File: src/pkg/ess_pkg.sv
// constants and types for the engine start/stop supervisor
package ess_pkg;
    localparam int ESS_CLK_HZ = 125000000;
    localparam int ESS_TICK_S = 1;
    localparam int ESS_TICK_CYCLES = ESS_CLK_HZ * ESS_TICK_S;
    localparam logic [15:0] ESS_NOM_RPM1_RST = 16'h05DC;
    localparam logic [15:0] ESS_NOM_RPM2_RST = 16'h0708;
    localparam logic [15:0] ESS_NOM_RPM3_RST = 16'h0708;
    localparam logic [6:0] ESS_LOW_WARN_PCT_RST = 7'h0A;
    localparam logic [6:0] ESS_LOW_SD_PCT_RST = 7'h0F;
    localparam logic [6:0] ESS_HIGH_WARN_PCT_RST = 7'h0A;
    localparam logic [6:0] ESS_HIGH_SD_PCT_RST = 7'h0F;
    localparam logic [6:0] ESS_OVERSHOOT_PCT_RST = 7'h0A;
    localparam logic [3:0] ESS_SPEED_FAIL_S_RST = 4'h3;
    localparam logic [7:0] ESS_LOSS_S_RST = 8'h00;
    localparam logic [1:0] ESS_LOSS_ACT_RST = 2'h0;
    localparam logic [1:0] ESS_LOSS_ACT_SHUTDOWN = 2'h0;
    localparam logic [1:0] ESS_LOSS_ACT_DUMP = 2'h1;
    localparam logic [1:0] ESS_LOSS_ACT_WARN = 2'h2;
    localparam logic [9:0] ESS_CHG_WARN_DV_RST = 10'h03C;
    localparam logic [9:0] ESS_CHG_SD_DV_RST = 10'h028;
    localparam logic [6:0] ESS_CHG_FAIL_S_RST = 7'h01;
    localparam logic [9:0] ESS_START_DLY_MIN_RST = 10'h001;
    localparam logic [5:0] ESS_SEC_PER_MIN = 6'h3C;
    localparam logic [4:0] ESS_PREHEAT_S_RST = 5'h00;
    localparam logic [3:0] ESS_CRANK_S_RST = 4'h6;
    localparam logic [7:0] ESS_WAIT_S_RST = 8'h0A;
    localparam logic [2:0] ESS_STARTS_RST = 3'h3;
    localparam logic [7:0] ESS_HEAT_S_RST = 8'h04;
    localparam logic [9:0] ESS_COOL_S_RST = 10'h078;
    localparam logic [6:0] ESS_STOP_S_RST = 7'h0A;
    localparam logic [7:0] ESS_CHOKE_S_RST = 8'h05;
    localparam logic [15:0] ESS_CRANK_CUT_RPM_RST = 16'h01F4;
    localparam logic [6:0] ESS_PCT_FULL = 7'h64;
    typedef enum logic [3:0] {
        ESS_ST_STOPPED, ESS_ST_START_DELAY, ESS_ST_PREHEAT, ESS_ST_CRANK,
        ESS_ST_WAIT, ESS_ST_HEATING, ESS_ST_LOADED, ESS_ST_COOLDOWN,
        ESS_ST_STOPPING, ESS_ST_FAILED
    } ess_state_e;
endpackage

File: src/ess_sec_timer.sv
// seconds counter advanced by a shared tick
`timescale 1ns/100ps
`default_nettype none
module ess_sec_timer
    import ess_pkg::*;
(
    input wire logic clk,
    input wire logic rst_n,
    input wire logic ce,
    input wire logic clear,
    input wire logic tick,
    output logic [15:0] count
);
    // counts up on tick, saturates, clear wins
    always_ff @(posedge clk or negedge rst_n) begin
        if (!rst_n) begin
            count <= 16'h0000;
        end else if (ce) begin
            if (clear) begin
                count <= 16'h0000;
            end else if (tick && count != 16'hFFFF) begin
                count <= count + 16'h0001;
            end
        end
    end
endmodule
`default_nettype wire

File: src/ess_supervisor.sv
// engine start/stop sequencer with speed and charge supervision
`timescale 1ns/100ps
`default_nettype none
// How it works
// RQ1: nominal speed chosen from three values; all speed limits scale from it.
// RQ2: while loaded, low speed warns below -10 percent, stops below -15 percent.
// RQ3: while loaded, high speed warns above +10 percent, stops above +15 percent.
// RQ4: speed fault only after out of limits for the fail time.
// RQ5: speed beyond trip level plus overshoot stops the engine at once.
// RQ6: signal-loss check enable; when off, loss is ignored.
// RQ7: loss action code: 0 shutdown, 1 load dump, 2 warning.
// RQ8: signal loss declared only after loss timer, 0 to 240 s.
// RQ9: charge voltage warns below 6.0 V, shuts down below 4.0 V.
// RQ10: charge fault only after voltage low for its fail time.
// RQ11: after mains failure wait start delay minutes before fuel on.
// RQ12: glow output held during preheat time before cranking.
// RQ13: each crank limited to crank time; ends early when fired.
// RQ14: pause between cranks; no more attempts than programmed count.
// RQ15: load withheld until heating done, by timer or temperature plus timer.
// RQ16: after load returns to mains run unloaded for cooldown time.
// RQ17: stop output held for stop time, then stop-failure warning.
// RQ18: choke on with crank, released after choke delay or engine running.
// RQ19: engine fired when speed reaches crank-cut speed.
// RQ20: all timers from one-second tick; reset clears timers, stops engine.
module ess_supervisor
    import ess_pkg::*;
(
    input wire logic clk,
    input wire logic rst_n,
    input wire logic ce,
    input wire logic sync_rst,
    input wire logic mains_fail,
    input wire logic [15:0] engine_rpm,
    input wire logic speed_signal_present,
    input wire logic [9:0] charge_dv,
    input wire logic [7:0] coolant_temp,
    input wire logic [1:0] freq_select,
    input wire logic [15:0] nominal_rpm1,
    input wire logic [15:0] nominal_rpm2,
    input wire logic [15:0] nominal_rpm3,
    input wire logic [6:0] low_warn_pct,
    input wire logic [6:0] low_sd_pct,
    input wire logic [6:0] high_warn_pct,
    input wire logic [6:0] high_sd_pct,
    input wire logic [6:0] overshoot_pct,
    input wire logic [3:0] speed_fail_s,
    input wire logic loss_check_en,
    input wire logic [1:0] loss_action,
    input wire logic [7:0] loss_s,
    input wire logic [9:0] chg_warn_dv,
    input wire logic [9:0] chg_sd_dv,
    input wire logic [6:0] chg_fail_s,
    input wire logic [9:0] start_delay_min,
    input wire logic [4:0] preheat_s,
    input wire logic [3:0] crank_s,
    input wire logic [7:0] wait_s,
    input wire logic [2:0] num_starts,
    input wire logic [7:0] heat_s,
    input wire logic heat_method,
    input wire logic [7:0] heat_temp,
    input wire logic [9:0] cool_s,
    input wire logic [6:0] stop_s,
    input wire logic [7:0] choke_s,
    input wire logic [15:0] crank_cut_rpm,
    output logic fuel_out,
    output logic glow_out,
    output logic crank_out,
    output logic choke_out,
    output logic stop_out,
    output logic load_enable,
    output logic low_speed_warning,
    output logic high_speed_warning,
    output logic speed_shutdown,
    output logic signal_lost_shutdown,
    output logic signal_lost_dump,
    output logic signal_lost_warning,
    output logic charge_warning,
    output logic charge_shutdown,
    output logic stop_failure_warning,
    output logic start_failure,
    output logic [3:0] state_code
);
    ////////////////////////////////////////////////////////////////////////////
    // pin synchroniser for mains_fail and speed presence
    logic [2:0] mf_sync;
    logic [2:0] sp_sync;
    logic mains_fail_q;
    logic speed_present_q;

    // three stages; change taken when stages two and three agree
    always_ff @(posedge clk or negedge rst_n) begin
        if (!rst_n) begin
            mf_sync <= 3'h0;
            sp_sync <= 3'h0;
            mains_fail_q <= 1'b0;
            speed_present_q <= 1'b0;
        end else if (ce) begin
            mf_sync <= {mf_sync[1:0], mains_fail};
            sp_sync <= {sp_sync[1:0], speed_signal_present};
            if (mf_sync[1] == mf_sync[2]) begin
                mains_fail_q <= mf_sync[2];
            end
            if (sp_sync[1] == sp_sync[2]) begin
                speed_present_q <= sp_sync[2];
            end
        end
    end

    ////////////////////////////////////////////////////////////////////////////
    // one-second tick
    logic [26:0] tick_cnt;
    logic tick;

    // divides the system clock down to one pulse per second
    always_ff @(posedge clk or negedge rst_n) begin
        if (!rst_n) begin
            tick_cnt <= 27'h0000000;
            tick <= 1'b0;
        end else if (ce) begin
            if (sync_rst || tick_cnt == 27'(ESS_TICK_CYCLES - 1)) begin
                tick_cnt <= 27'h0000000;
                tick <= !sync_rst; // RQ20
            end else begin
                tick_cnt <= tick_cnt + 27'h0000001;
                tick <= 1'b0;
            end
        end
    end

    ////////////////////////////////////////////////////////////////////////////
    // speed limits
    logic [15:0] nominal;
    logic [15:0] upper_speed_trip_level;

    // base times (100 +/- pct) / 100, saturated to 16 bits
    function automatic logic [15:0] scale_pct(input logic [15:0] base,
                                              input logic [6:0] pct, input logic up);
        logic [23:0] prod;
        logic [7:0] factor;
        factor = up ? 8'(ESS_PCT_FULL) + 8'(pct) : 8'(ESS_PCT_FULL) - 8'(pct);
        prod = 24'(base) * 24'(factor) / 24'(ESS_PCT_FULL);
        scale_pct = (prod > 24'h00FFFF) ? 16'hFFFF : prod[15:0];
    endfunction

    always_comb begin
        unique case (freq_select) // RQ1
            2'h1: nominal = nominal_rpm2;
            2'h2: nominal = nominal_rpm3;
            default: nominal = nominal_rpm1;
        endcase
    end
    assign upper_speed_trip_level = scale_pct(nominal, high_sd_pct, 1'b1); // RQ1

    logic low_warn_now;
    logic low_sd_now;
    logic high_warn_now;
    logic high_sd_now;
    logic overshoot_now;
    assign low_warn_now = engine_rpm < scale_pct(nominal, low_warn_pct, 1'b0); // RQ2
    assign low_sd_now = engine_rpm < scale_pct(nominal, low_sd_pct, 1'b0); // RQ2
    assign high_warn_now = engine_rpm > scale_pct(nominal, high_warn_pct, 1'b1); // RQ3
    assign high_sd_now = engine_rpm > upper_speed_trip_level; // RQ3
    assign overshoot_now = engine_rpm > scale_pct(upper_speed_trip_level, overshoot_pct, 1'b1); // RQ5

    ////////////////////////////////////////////////////////////////////////////
    // timers
    ess_state_e state;
    logic seq_clr;
    logic [15:0] seq_cnt;
    logic spd_clr;
    logic [15:0] spd_cnt;
    logic loss_clr;
    logic [15:0] loss_cnt;
    logic chg_clr;
    logic [15:0] chg_cnt;
    logic stp_clr;
    logic [15:0] stp_cnt;
    logic [15:0] start_delay_s;
    logic state_change;
    logic loaded;
    logic fired;
    logic shutdown_req;

    assign start_delay_s = 16'(start_delay_min) * 16'(ESS_SEC_PER_MIN); // RQ11
    assign loaded = (state == ESS_ST_LOADED);
    assign fired = engine_rpm >= crank_cut_rpm; // RQ19

    ess_sec_timer u_seq (.clk(clk), .rst_n(rst_n), .ce(ce), .clear(seq_clr), .tick(tick),
        .count(seq_cnt));
    ess_sec_timer u_spd (.clk(clk), .rst_n(rst_n), .ce(ce), .clear(spd_clr), .tick(tick),
        .count(spd_cnt));
    ess_sec_timer u_loss (.clk(clk), .rst_n(rst_n), .ce(ce), .clear(loss_clr), .tick(tick),
        .count(loss_cnt));
    ess_sec_timer u_chg (.clk(clk), .rst_n(rst_n), .ce(ce), .clear(chg_clr), .tick(tick),
        .count(chg_cnt));
    ess_sec_timer u_stp (.clk(clk), .rst_n(rst_n), .ce(ce), .clear(stp_clr), .tick(tick),
        .count(stp_cnt));

    // supervision timers run only while their condition holds
    assign spd_clr = sync_rst || !loaded || !(low_warn_now || high_warn_now); // RQ4
    assign loss_clr = sync_rst || !loss_check_en || speed_present_q
                      || state < ESS_ST_HEATING || state > ESS_ST_COOLDOWN; // RQ6
    assign chg_clr = sync_rst || !(charge_dv < chg_warn_dv) || !loaded; // RQ10
    assign stp_clr = sync_rst || state != ESS_ST_STOPPING;
    assign seq_clr = sync_rst || state_change; // RQ20

    logic speed_expired;
    logic loss_expired;
    logic chg_expired;
    assign speed_expired = spd_cnt >= 16'(speed_fail_s); // RQ4
    assign loss_expired = loss_cnt >= 16'(loss_s); // RQ8
    assign chg_expired = chg_cnt >= 16'(chg_fail_s); // RQ10

    ////////////////////////////////////////////////////////////////////////////
    // alarms, sticky until reset
    // load-dump drops load and stops exactly like a shutdown, with cooldown skipped
    assign shutdown_req = speed_shutdown || charge_shutdown || signal_lost_shutdown
                          || signal_lost_dump;

    always_ff @(posedge clk or negedge rst_n) begin
        if (!rst_n) begin
            low_speed_warning <= 1'b0;
            high_speed_warning <= 1'b0;
            speed_shutdown <= 1'b0;
        end else if (ce) begin
            if (sync_rst) begin
                low_speed_warning <= 1'b0;
                high_speed_warning <= 1'b0;
                speed_shutdown <= 1'b0;
            end else begin
                if (loaded && low_warn_now && speed_expired) begin
                    low_speed_warning <= 1'b1; // RQ2
                end
                if (loaded && high_warn_now && speed_expired) begin
                    high_speed_warning <= 1'b1; // RQ3
                end
                if (loaded && (low_sd_now || high_sd_now) && speed_expired) begin
                    speed_shutdown <= 1'b1; // RQ2 RQ3
                end
                if (overshoot_now && state != ESS_ST_STOPPED) begin
                    speed_shutdown <= 1'b1; // RQ5
                end
            end
        end
    end

    // speed-signal loss, action chosen by code
    always_ff @(posedge clk or negedge rst_n) begin
        if (!rst_n) begin
            signal_lost_shutdown <= 1'b0;
            signal_lost_dump <= 1'b0;
            signal_lost_warning <= 1'b0;
        end else if (ce) begin
            if (sync_rst) begin
                signal_lost_shutdown <= 1'b0;
                signal_lost_dump <= 1'b0;
                signal_lost_warning <= 1'b0;
            end else if (!loss_clr && loss_expired) begin
                unique case (loss_action) // RQ7
                    ESS_LOSS_ACT_SHUTDOWN: signal_lost_shutdown <= 1'b1;
                    ESS_LOSS_ACT_DUMP: signal_lost_dump <= 1'b1;
                    default: signal_lost_warning <= 1'b1;
                endcase
            end
        end
    end

    // charge alternator voltage
    always_ff @(posedge clk or negedge rst_n) begin
        if (!rst_n) begin
            charge_warning <= 1'b0;
            charge_shutdown <= 1'b0;
        end else if (ce) begin
            if (sync_rst) begin
                charge_warning <= 1'b0;
                charge_shutdown <= 1'b0;
            end else if (!chg_clr && chg_expired) begin
                charge_warning <= 1'b1; // RQ9
                if (charge_dv < chg_sd_dv) begin
                    charge_shutdown <= 1'b1; // RQ9
                end
            end
        end
    end

    ////////////////////////////////////////////////////////////////////////////
    // sequencer
    ess_state_e next_state;
    logic [2:0] attempts;

    always_comb begin
        next_state = state;
        unique case (state)
            ESS_ST_STOPPED: begin
                if (mains_fail_q && !shutdown_req) next_state = ESS_ST_START_DELAY;
            end
            ESS_ST_START_DELAY: begin
                if (!mains_fail_q) next_state = ESS_ST_STOPPED;
                else if (seq_cnt >= start_delay_s) next_state = ESS_ST_PREHEAT; // RQ11
            end
            ESS_ST_PREHEAT: begin
                if (seq_cnt >= 16'(preheat_s)) next_state = ESS_ST_CRANK; // RQ12
            end
            ESS_ST_CRANK: begin
                if (fired) next_state = ESS_ST_HEATING; // RQ13
                else if (seq_cnt >= 16'(crank_s)) begin
                    next_state = (attempts >= num_starts) ? ESS_ST_FAILED : ESS_ST_WAIT; // RQ14
                end
            end
            ESS_ST_WAIT: begin
                if (seq_cnt >= 16'(wait_s)) next_state = ESS_ST_CRANK; // RQ14
            end
            ESS_ST_HEATING: begin
                if (!mains_fail_q) next_state = ESS_ST_COOLDOWN;
                else if (seq_cnt >= 16'(heat_s)
                         && (!heat_method || coolant_temp >= heat_temp)) begin
                    next_state = ESS_ST_LOADED; // RQ15
                end
            end
            ESS_ST_LOADED: begin
                if (!mains_fail_q) next_state = ESS_ST_COOLDOWN;
            end
            ESS_ST_COOLDOWN: begin
                if (seq_cnt >= 16'(cool_s)) next_state = ESS_ST_STOPPING; // RQ16
                else if (mains_fail_q) next_state = ESS_ST_LOADED;
            end
            ESS_ST_STOPPING: begin
                if (seq_cnt >= 16'(stop_s) && engine_rpm == 16'h0000) begin
                    next_state = ESS_ST_STOPPED;
                end
            end
            ESS_ST_FAILED: begin
                next_state = ESS_ST_FAILED;
            end
            default: next_state = ESS_ST_STOPPED;
        endcase
        if (shutdown_req && state != ESS_ST_STOPPED && state != ESS_ST_STOPPING
            && state != ESS_ST_FAILED) begin
            next_state = ESS_ST_STOPPING; // RQ2 RQ9
        end
    end
    assign state_change = (next_state != state);

    // state register; synchronous reset returns to stopped
    always_ff @(posedge clk or negedge rst_n) begin
        if (!rst_n) begin
            state <= ESS_ST_STOPPED;
        end else if (ce) begin
            state <= sync_rst ? ESS_ST_STOPPED : next_state; // RQ20
        end
    end

    // crank attempt counter
    always_ff @(posedge clk or negedge rst_n) begin
        if (!rst_n) begin
            attempts <= 3'h0;
        end else if (ce) begin
            if (sync_rst || state == ESS_ST_STOPPED) begin
                attempts <= 3'h0;
            end else if (state_change && next_state == ESS_ST_CRANK) begin
                attempts <= attempts + 3'h1; // RQ14
            end
        end
    end

    ////////////////////////////////////////////////////////////////////////////
    // registered outputs from next state
    always_ff @(posedge clk or negedge rst_n) begin
        if (!rst_n) begin
            fuel_out <= 1'b0;
            glow_out <= 1'b0;
            crank_out <= 1'b0;
            choke_out <= 1'b0;
            stop_out <= 1'b0;
            load_enable <= 1'b0;
            state_code <= 4'h0;
        end else if (ce) begin
            fuel_out <= !sync_rst && next_state inside {ESS_ST_PREHEAT, ESS_ST_CRANK,
                ESS_ST_WAIT, ESS_ST_HEATING, ESS_ST_LOADED, ESS_ST_COOLDOWN};
            glow_out <= !sync_rst && next_state == ESS_ST_PREHEAT; // RQ12
            crank_out <= !sync_rst && next_state == ESS_ST_CRANK; // RQ13 RQ19
            if (sync_rst || next_state != ESS_ST_CRANK || fired) begin
                choke_out <= 1'b0; // RQ18
            end else if (state != ESS_ST_CRANK) begin
                choke_out <= 1'b1; // RQ18
            end else if (seq_cnt >= 16'(choke_s)) begin
                choke_out <= 1'b0; // RQ18
            end
            stop_out <= !sync_rst && next_state == ESS_ST_STOPPING
                        && !(state == ESS_ST_STOPPING && seq_cnt >= 16'(stop_s)); // RQ17
            load_enable <= !sync_rst && next_state == ESS_ST_LOADED; // RQ15
            state_code <= sync_rst ? 4'h0 : 4'(next_state);
        end
    end

    // stop failure and start failure
    always_ff @(posedge clk or negedge rst_n) begin
        if (!rst_n) begin
            stop_failure_warning <= 1'b0;
            start_failure <= 1'b0;
        end else if (ce) begin
            if (sync_rst) begin
                stop_failure_warning <= 1'b0;
                start_failure <= 1'b0;
            end else begin
                if (state == ESS_ST_STOPPING && stp_cnt >= 16'(stop_s)
                    && engine_rpm != 16'h0000) begin
                    stop_failure_warning <= 1'b1; // RQ17
                end
                if (next_state == ESS_ST_FAILED) begin
                    start_failure <= 1'b1; // RQ14
                end
            end
        end
    end
endmodule
`default_nettype wire

File: config.mk
export PLATFORM = sky130hd
export DESIGN_NAME = ess_supervisor
export DESIGN_NICKNAME = d
export VERILOG_FILES = /design/src/pkg/ess_pkg.sv /design/src/ess_sec_timer.sv /design/src/ess_supervisor.sv
export SDC_FILE = /design/constraint.sdc
export NUM_CORES = 2
export LEC_CHECK = 0
export BUFFER_PORTS_ARGS = -buffer_cell sky130_fd_sc_hd__buf_4
export CAP_MARGIN = 25
export CORE_MARGIN = 4
export CORE_UTILIZATION = 41
export CTS_BUF_LIST = sky130_fd_sc_hd__clkbuf_8 sky130_fd_sc_hd__clkbuf_16
export CTS_CLUSTER_SIZE = 20
export DETAILED_ROUTE_END_ITERATION = 10
export SLEW_MARGIN = 20
export SYNTH_ARGS = -nofsm -noshare
export SYNTH_HDL_FRONTEND = slang
export SYNTH_SLANG_ARGS = --single-unit
File: constraint.sdc
create_clock -name clk -period 5.2 [get_ports clk]
set_input_delay 0.52 -clock clk [delete_from_list [all_inputs] [get_ports clk]]
set_output_delay 0.52 -clock clk [all_outputs]
set_load 0.1 [all_outputs]
# == Word level (Yosys, flattened, before mapping) ==
# Cells that the tools add are included.
# op_classes
add_sub_neg,12
mul,6
n_div,5
n_lt_le_gt_ge,29
eq_ne,34
n_shift,0
mux,65
n_bitwise,0
reduce_logical,103
# op_table
op,n
16-bit 2-to-1 mux,15
"24-bit by 7-bit divider with 24-bit output, second input constant",5
"24-bit by 16-bit > comparator with 1-bit output, second input constant",5
16-bit by 8-bit multiplier with 24-bit output,5
"16-bit by 1-bit adder with 16-bit output, second input constant",5
"16-bit != test, second input constant",5
16-bit by 8-bit greater-or-equal comparator with 1-bit output,4
4-bit 2-to-1 mux,16
16-bit by 7-bit greater-or-equal comparator with 1-bit output,3
16-bit > comparator,3
4-bit one-hot mux with 10 select lines,1
"4-bit by 3-bit equality test with 1-bit output, second input constant",8
16-bit greater-or-equal comparator,2
16-bit by 4-bit greater-or-equal comparator with 1-bit output,2
16-bit less-than comparator,2
16-bit one-hot mux with 2 select lines,1
1-bit logical AND,30
2-bit AND reduction,15
2-bit nonzero test,15
1-bit 2-to-1 mux,29
"27-bit by 1-bit adder with 27-bit output, second input constant",1
"27-bit equality test, second input constant",1
27-bit 2-to-1 mux,1
"7-bit by 7-bit adder with 8-bit output, first input constant",3
32 further kinds,77
# word_totals
reg_bits,139
latchBits,0
mem_bits_rw,0
mem_bits_ro,0
out_inout_bits,20
mem_count,0

# == Logic depth before layout (Yosys ltp) ==
# depth
word_depth,14
ltp_mapped,144
ltp_nobuf,126

# == Cells and area by module ==
# Synthesis repeated with hierarchy kept, for this count alone.
# hier_totals
hier_cells,7181
hier_area_um2,53786.6
# by_module_without_submodules
mod,instances,cells_each,area_each_um2,seq_area_each_um2
ess_supervisor,1,6586,48575.3,1476.4
ess_sec_timer,5,119,1042.2,400.4

# == Worst setup path after synthesis ==
# OpenSTA, ideal clock, no wires.
# synth_path
path_type,in2reg
from,in freq_select[0]
to,reg speed_shutdown
setup_time_ns,0.136
t_arrival_ns,30.806
path_slack_ns,-25.742
cell_stages,131
cell_sequence,inv_1 -> ha_1 -> clkbuf_1 -> buf_1 -> nand2_1 -> o21ai_0 -> clkbuf_1 -> clkbuf_1 -> nand2_1 -> fa_1 -> inv_1 -> fa_1 -> fa_1 -> inv_1 -> fa_1 -> inv_1 -> ha_1 -> and3_1 -> (+95 left out) -> maj3_1 -> xnor2_2 -> o311ai_0 -> nor3_1 -> a211oi_1 -> ha_1 -> nor2b_1 -> o21a_1 -> o21ai_0 -> nand2b_1 -> a21oi_1 -> nor2b_1 -> o21ai_0 -> nand2b_1 -> a21oi_1 -> o31ai_1 -> a41oi_1 -> a21oi_1
# synth_between
elab_chain_cells,14
# synth_lines
item,line_no,rtl
from (decl),ess_supervisor.sv:37,"input wire logic [1:0] freq_select,"
2-bit equality test / 2-bit by 1-bit equality test with 1-bit output (equally long branches),ess_supervisor.sv:146,unique case (freq_select)
16-bit one-hot mux with 2 select lines *,ess_supervisor.sv:146,
16-bit by 8-bit multiplier with 24-bit output,ess_supervisor.sv:141,prod = 24'(base) * 24'(factor) / 24'(ESS_PCT_FULL);
24-bit by 7-bit divider with 24-bit output,ess_supervisor.sv:141,
24-bit by 16-bit > comparator with 1-bit output,ess_supervisor.sv:142,scale_pct = (prod > 24'h00FFFF) ? 16'hFFFF : prod[15:0];
16-bit 2-to-1 mux,ess_supervisor.sv:142,
16-bit by 8-bit multiplier with 24-bit output,ess_supervisor.sv:141,
24-bit by 7-bit divider with 24-bit output,ess_supervisor.sv:141,
24-bit by 16-bit > comparator with 1-bit output,ess_supervisor.sv:142,
16-bit 2-to-1 mux,ess_supervisor.sv:142,
16-bit > comparator,ess_supervisor.sv:163,"assign overshoot_now = engine_rpm > scale_pct(upper_speed_trip_level, overshoot_pct, 1'b1);"
1-bit logical AND,ess_supervisor.sv:240,if (overshoot_now && state != ESS_ST_STOPPED) begin
3-bit nonzero test (no line) / 1-bit 2-to-1 mux (equally long branches),--,
2-bit AND reduction (no line) / 1-bit 2-to-1 mux (equally long branches),--,
to (signal assigned),ess_supervisor.sv:229,speed_shutdown <= 1'b0;
to (signal assigned),ess_supervisor.sv:238,speed_shutdown <= 1'b1;
to (signal assigned),ess_supervisor.sv:241,speed_shutdown <= 1'b1;
to (decl),ess_supervisor.sv:73,"output logic speed_shutdown,"
# Mark *: on every way between the ends. The rest lies on a longest branch, timed or not.
# A chain may end at the register's enable or synchronous reset.

# == Worst setup path after layout ==
# Ends and elaborated chain as after synthesis.

==> reports/qor.txt <==
Yosys cell types -> 146
Worst EP arrival -> 29610 ps
Starting Density -> 41.4%
top-count cell post-synth -> nand2_1
Slew Viols, Final -> 0
initial drt markers -> 3932
crit path buf inv count -> 15
ys flop type -> dfrtp_1
worst r2r path cells -> 29
worst-margin pin slew -> 987 ps
slew margin rel. -> 33.3%
Final Hold Vio Count -> 0
initial antenna violation count -> 20
gpl congestion -> 0.972
Post-Syn Area per Cell -> 7.52 sq um
first-pass GRT wire length -> 322000 microns
Critical Path Max Stage Delay -> 580 ps
Remaining DRCs -> 0
post-synthesis compound-gate area fraction -> 27.2%
post-synthesis sequential area ratio -> 6.38%
number of global-route vias before repair -> 62700
post-DR vias/cell -> 5.58
Synth Area in Adders -> 27.1%
#FFs+latches synth -> 139
total routed wirelength -> 198000 microns
final worst path period share -> 563%
die area -> 139000 sq um
Horiz. Die Dim -> 373 microns
Cells after DPL -> 11100
Worst Setup Start Kind -> input pin
routed len/inst -> 17.7 microns
setup ws final -> -24070 ps
EDFF count, synth -> 0
Max Clk Rate -> 34.2 MHz
largest family of logic cells by synthesized area -> compound AO/OA/AOI/OAI gates
Min-Delay Path Class -> in2async
H-tree Lvls -> 4
drt first pass iters -> 9
CTS tree -> yes
largest cells by area after synthesis -> fa_1, ha_1, dfrtp_1, nand2_1, nor2_1
Post-Synth XOR/XNOR Area -> 5.77%
Detailed Place HPWL -> 166000 microns
RSZ-0062 raised after global routing -> yes
Sink Count -> 139
cts hold-fix bufs -> 0
WS Path Type -> in2reg
Top Family by Delay on Critical Path -> compound AO/OA/AOI/OAI gates
vias post-DR -> 62500
asr flop ratio synth -> 100%
TNS Setup -> -249080 ps
status -> finished, violations left
Worst R2R End -> u_seq.count[11]
Post-Syn Area -> 54600 sq um
Mapped Cells -> 7254
clock skew -> 10.3 ps
P&R area growth vs syn -> 40.9%
reg2reg setup slack -> 200 ps
share of cells above drive strength 1 -> 32.6%
GR Overflow Total -> 0
final setup violation count -> 38
Root Driver -> clkbuf_16
crit path max-delay cell type -> or4_4
CTS buffer count -> 17
I/O pin cnt -> 275
violated checks -> setup timing
Crit Path Max Fanout -> 12
Max Cap Viol -> 0
clk buf depth -> 2
Final #Nets -> 10600
top-area cell type share of the netlist area -> 16.0%
core area -> 132000 sq um
Simple-Gate Fraction of Synth Area -> 24.6%
Reg-to-Reg Start -> u_seq.count[0]
Cell Count, Final, Fillers Out -> 11200
Final Critical Period -> 29270 ps
Crit path top cell by count -> buf_4
Yosys warning count -> 0
Critical Path End Type -> flip-flop
Post-synth top cells -> nand2_1, nor2_1, inv_1, ha_1, fa_1
post-layout util -> 58.4%
Antenna Nets Post-Route -> 0
die span in y -> 373 microns
PortBufs -> 274
top cell type by total area after synthesis -> fa_1
syn_nets -> 8411
mux cell area share after synthesis -> 2.25%
largest net degree at the start of global routing -> 66
Total GRT Usage -> 27.4%
Worst-path clk slew -> 60 ps
Worst EP required -> 5550 ps
row count -> 133
Clk Latency, worst-skew pair -> 430 ps
## kinds of logic after synthesis
| kind of cell | Yosys count |
|---|---|
| compound gates | 2013 |
| xor+xnor | 349 |
| fa+ha+maj | 923 |
| buf+inv | 956 |
| flops | 139 |
| mux | 115 |
| simple gates | 2759 |
## stage by stage
stage	setup WS, ps	cell area [sq um]	hold slack, ps
3_5_place_dp	-24760	74500	468
5_1_grt	-25610	76900	118
2_1_floorplan	-23640	55900	224
4_1_cts	-23730	76000	88.6
3_3_place_gp	-24220	74500	453
6_report	-24070	76900	82.0
## per-layer routing
metal / track usage (%) / part of all wire, %
met1: 34.7 / 42
met2: 47.8 / 48
met3: 3.65 / 5.8
met4: 9.84 / 3.9
met5: 0 / 0.012
## placed cells by master, fill, tap and decap left out, types with 24 or more instances in the layout
cell type,netlist,routed
a22oi_1,41,28
and2_1,199,195
o21ai_1,61,84
or3_1,62,54
o21ai_0,289,242
a21o_1,129,128
a211o_1,51,51
o211a_1,33,31
o31ai_1,52,40
or2_2,48,45
a211oi_1,94,75
mux2_2,40,35
xor2_1,134,129
a211oi_2,18,31
nand3_1,211,210
o21ai_2,7,25
a21oi_1,365,336
nor2_1,729,714
ha_1,465,454
nand2b_1,112,110
inv_1,668,665
o2111ai_1,31,29
xnor2_1,203,193
o31a_1,24,24
mux2i_1,67,63
and3_1,90,84
fa_1,437,433
nor4_1,55,44
o21a_1,83,77
nor2b_1,91,90
nor3_1,191,172
o22ai_1,58,52
o21bai_1,30,29
a31oi_1,77,68
nand2_1,742,724
o211ai_1,87,87
dfrtp_1,139,139
nand4_1,84,84
a21oi_2,12,35
buf_4,8,2395
## registers in the layout, summed over array words and instances (netlist names), 3 cells and up
signal        cells
tick_cnt         27
mf_sync           3
state_code        4
u_loss.count     16
u_chg.count      16
u_seq.count      16
u_stp.count      16
u_spd.count      16
attempts          3
sp_sync           3
## what timing repair did
item                                    in CTS  in global routing
setup buffers                               35                 34
gates cloned                                 1                  0
pin swaps                                   78                 53
endpoints found under the setup margin      40                 45
resized for setup                          147                129
hold endpoints to repair                     0                  0
## layout make-up
type	instances	area (sq um)
Antenna cell	23	57.6
Clock buffer	18	439
Clock inverter	12	141
Fill cell	12300	54900
Inverter	668	2510
Multi-Input combinational cell	6159	49600
Sequential cell	139	3480
Tap cell	1755	2200
Timing Repair Buffer	2425	18400
## how the worst max path moves through the flow
stage                        start              to  slack [ps]  cells past startpoint
floorplan           freq_select[0]  speed_shutdown      -23640                    132
global placement    freq_select[1]  speed_shutdown      -24220                    135
detailed placement  freq_select[1]  speed_shutdown      -24760                    130
CTS                 freq_select[1]  speed_shutdown      -23730                    134
global route        freq_select[0]  speed_shutdown      -25610                    133
finish              freq_select[0]  speed_shutdown      -24070                    132
Power is not shown: default switching activity piles up to over one toggle a cycle in this logic, so the estimate is an artifact.
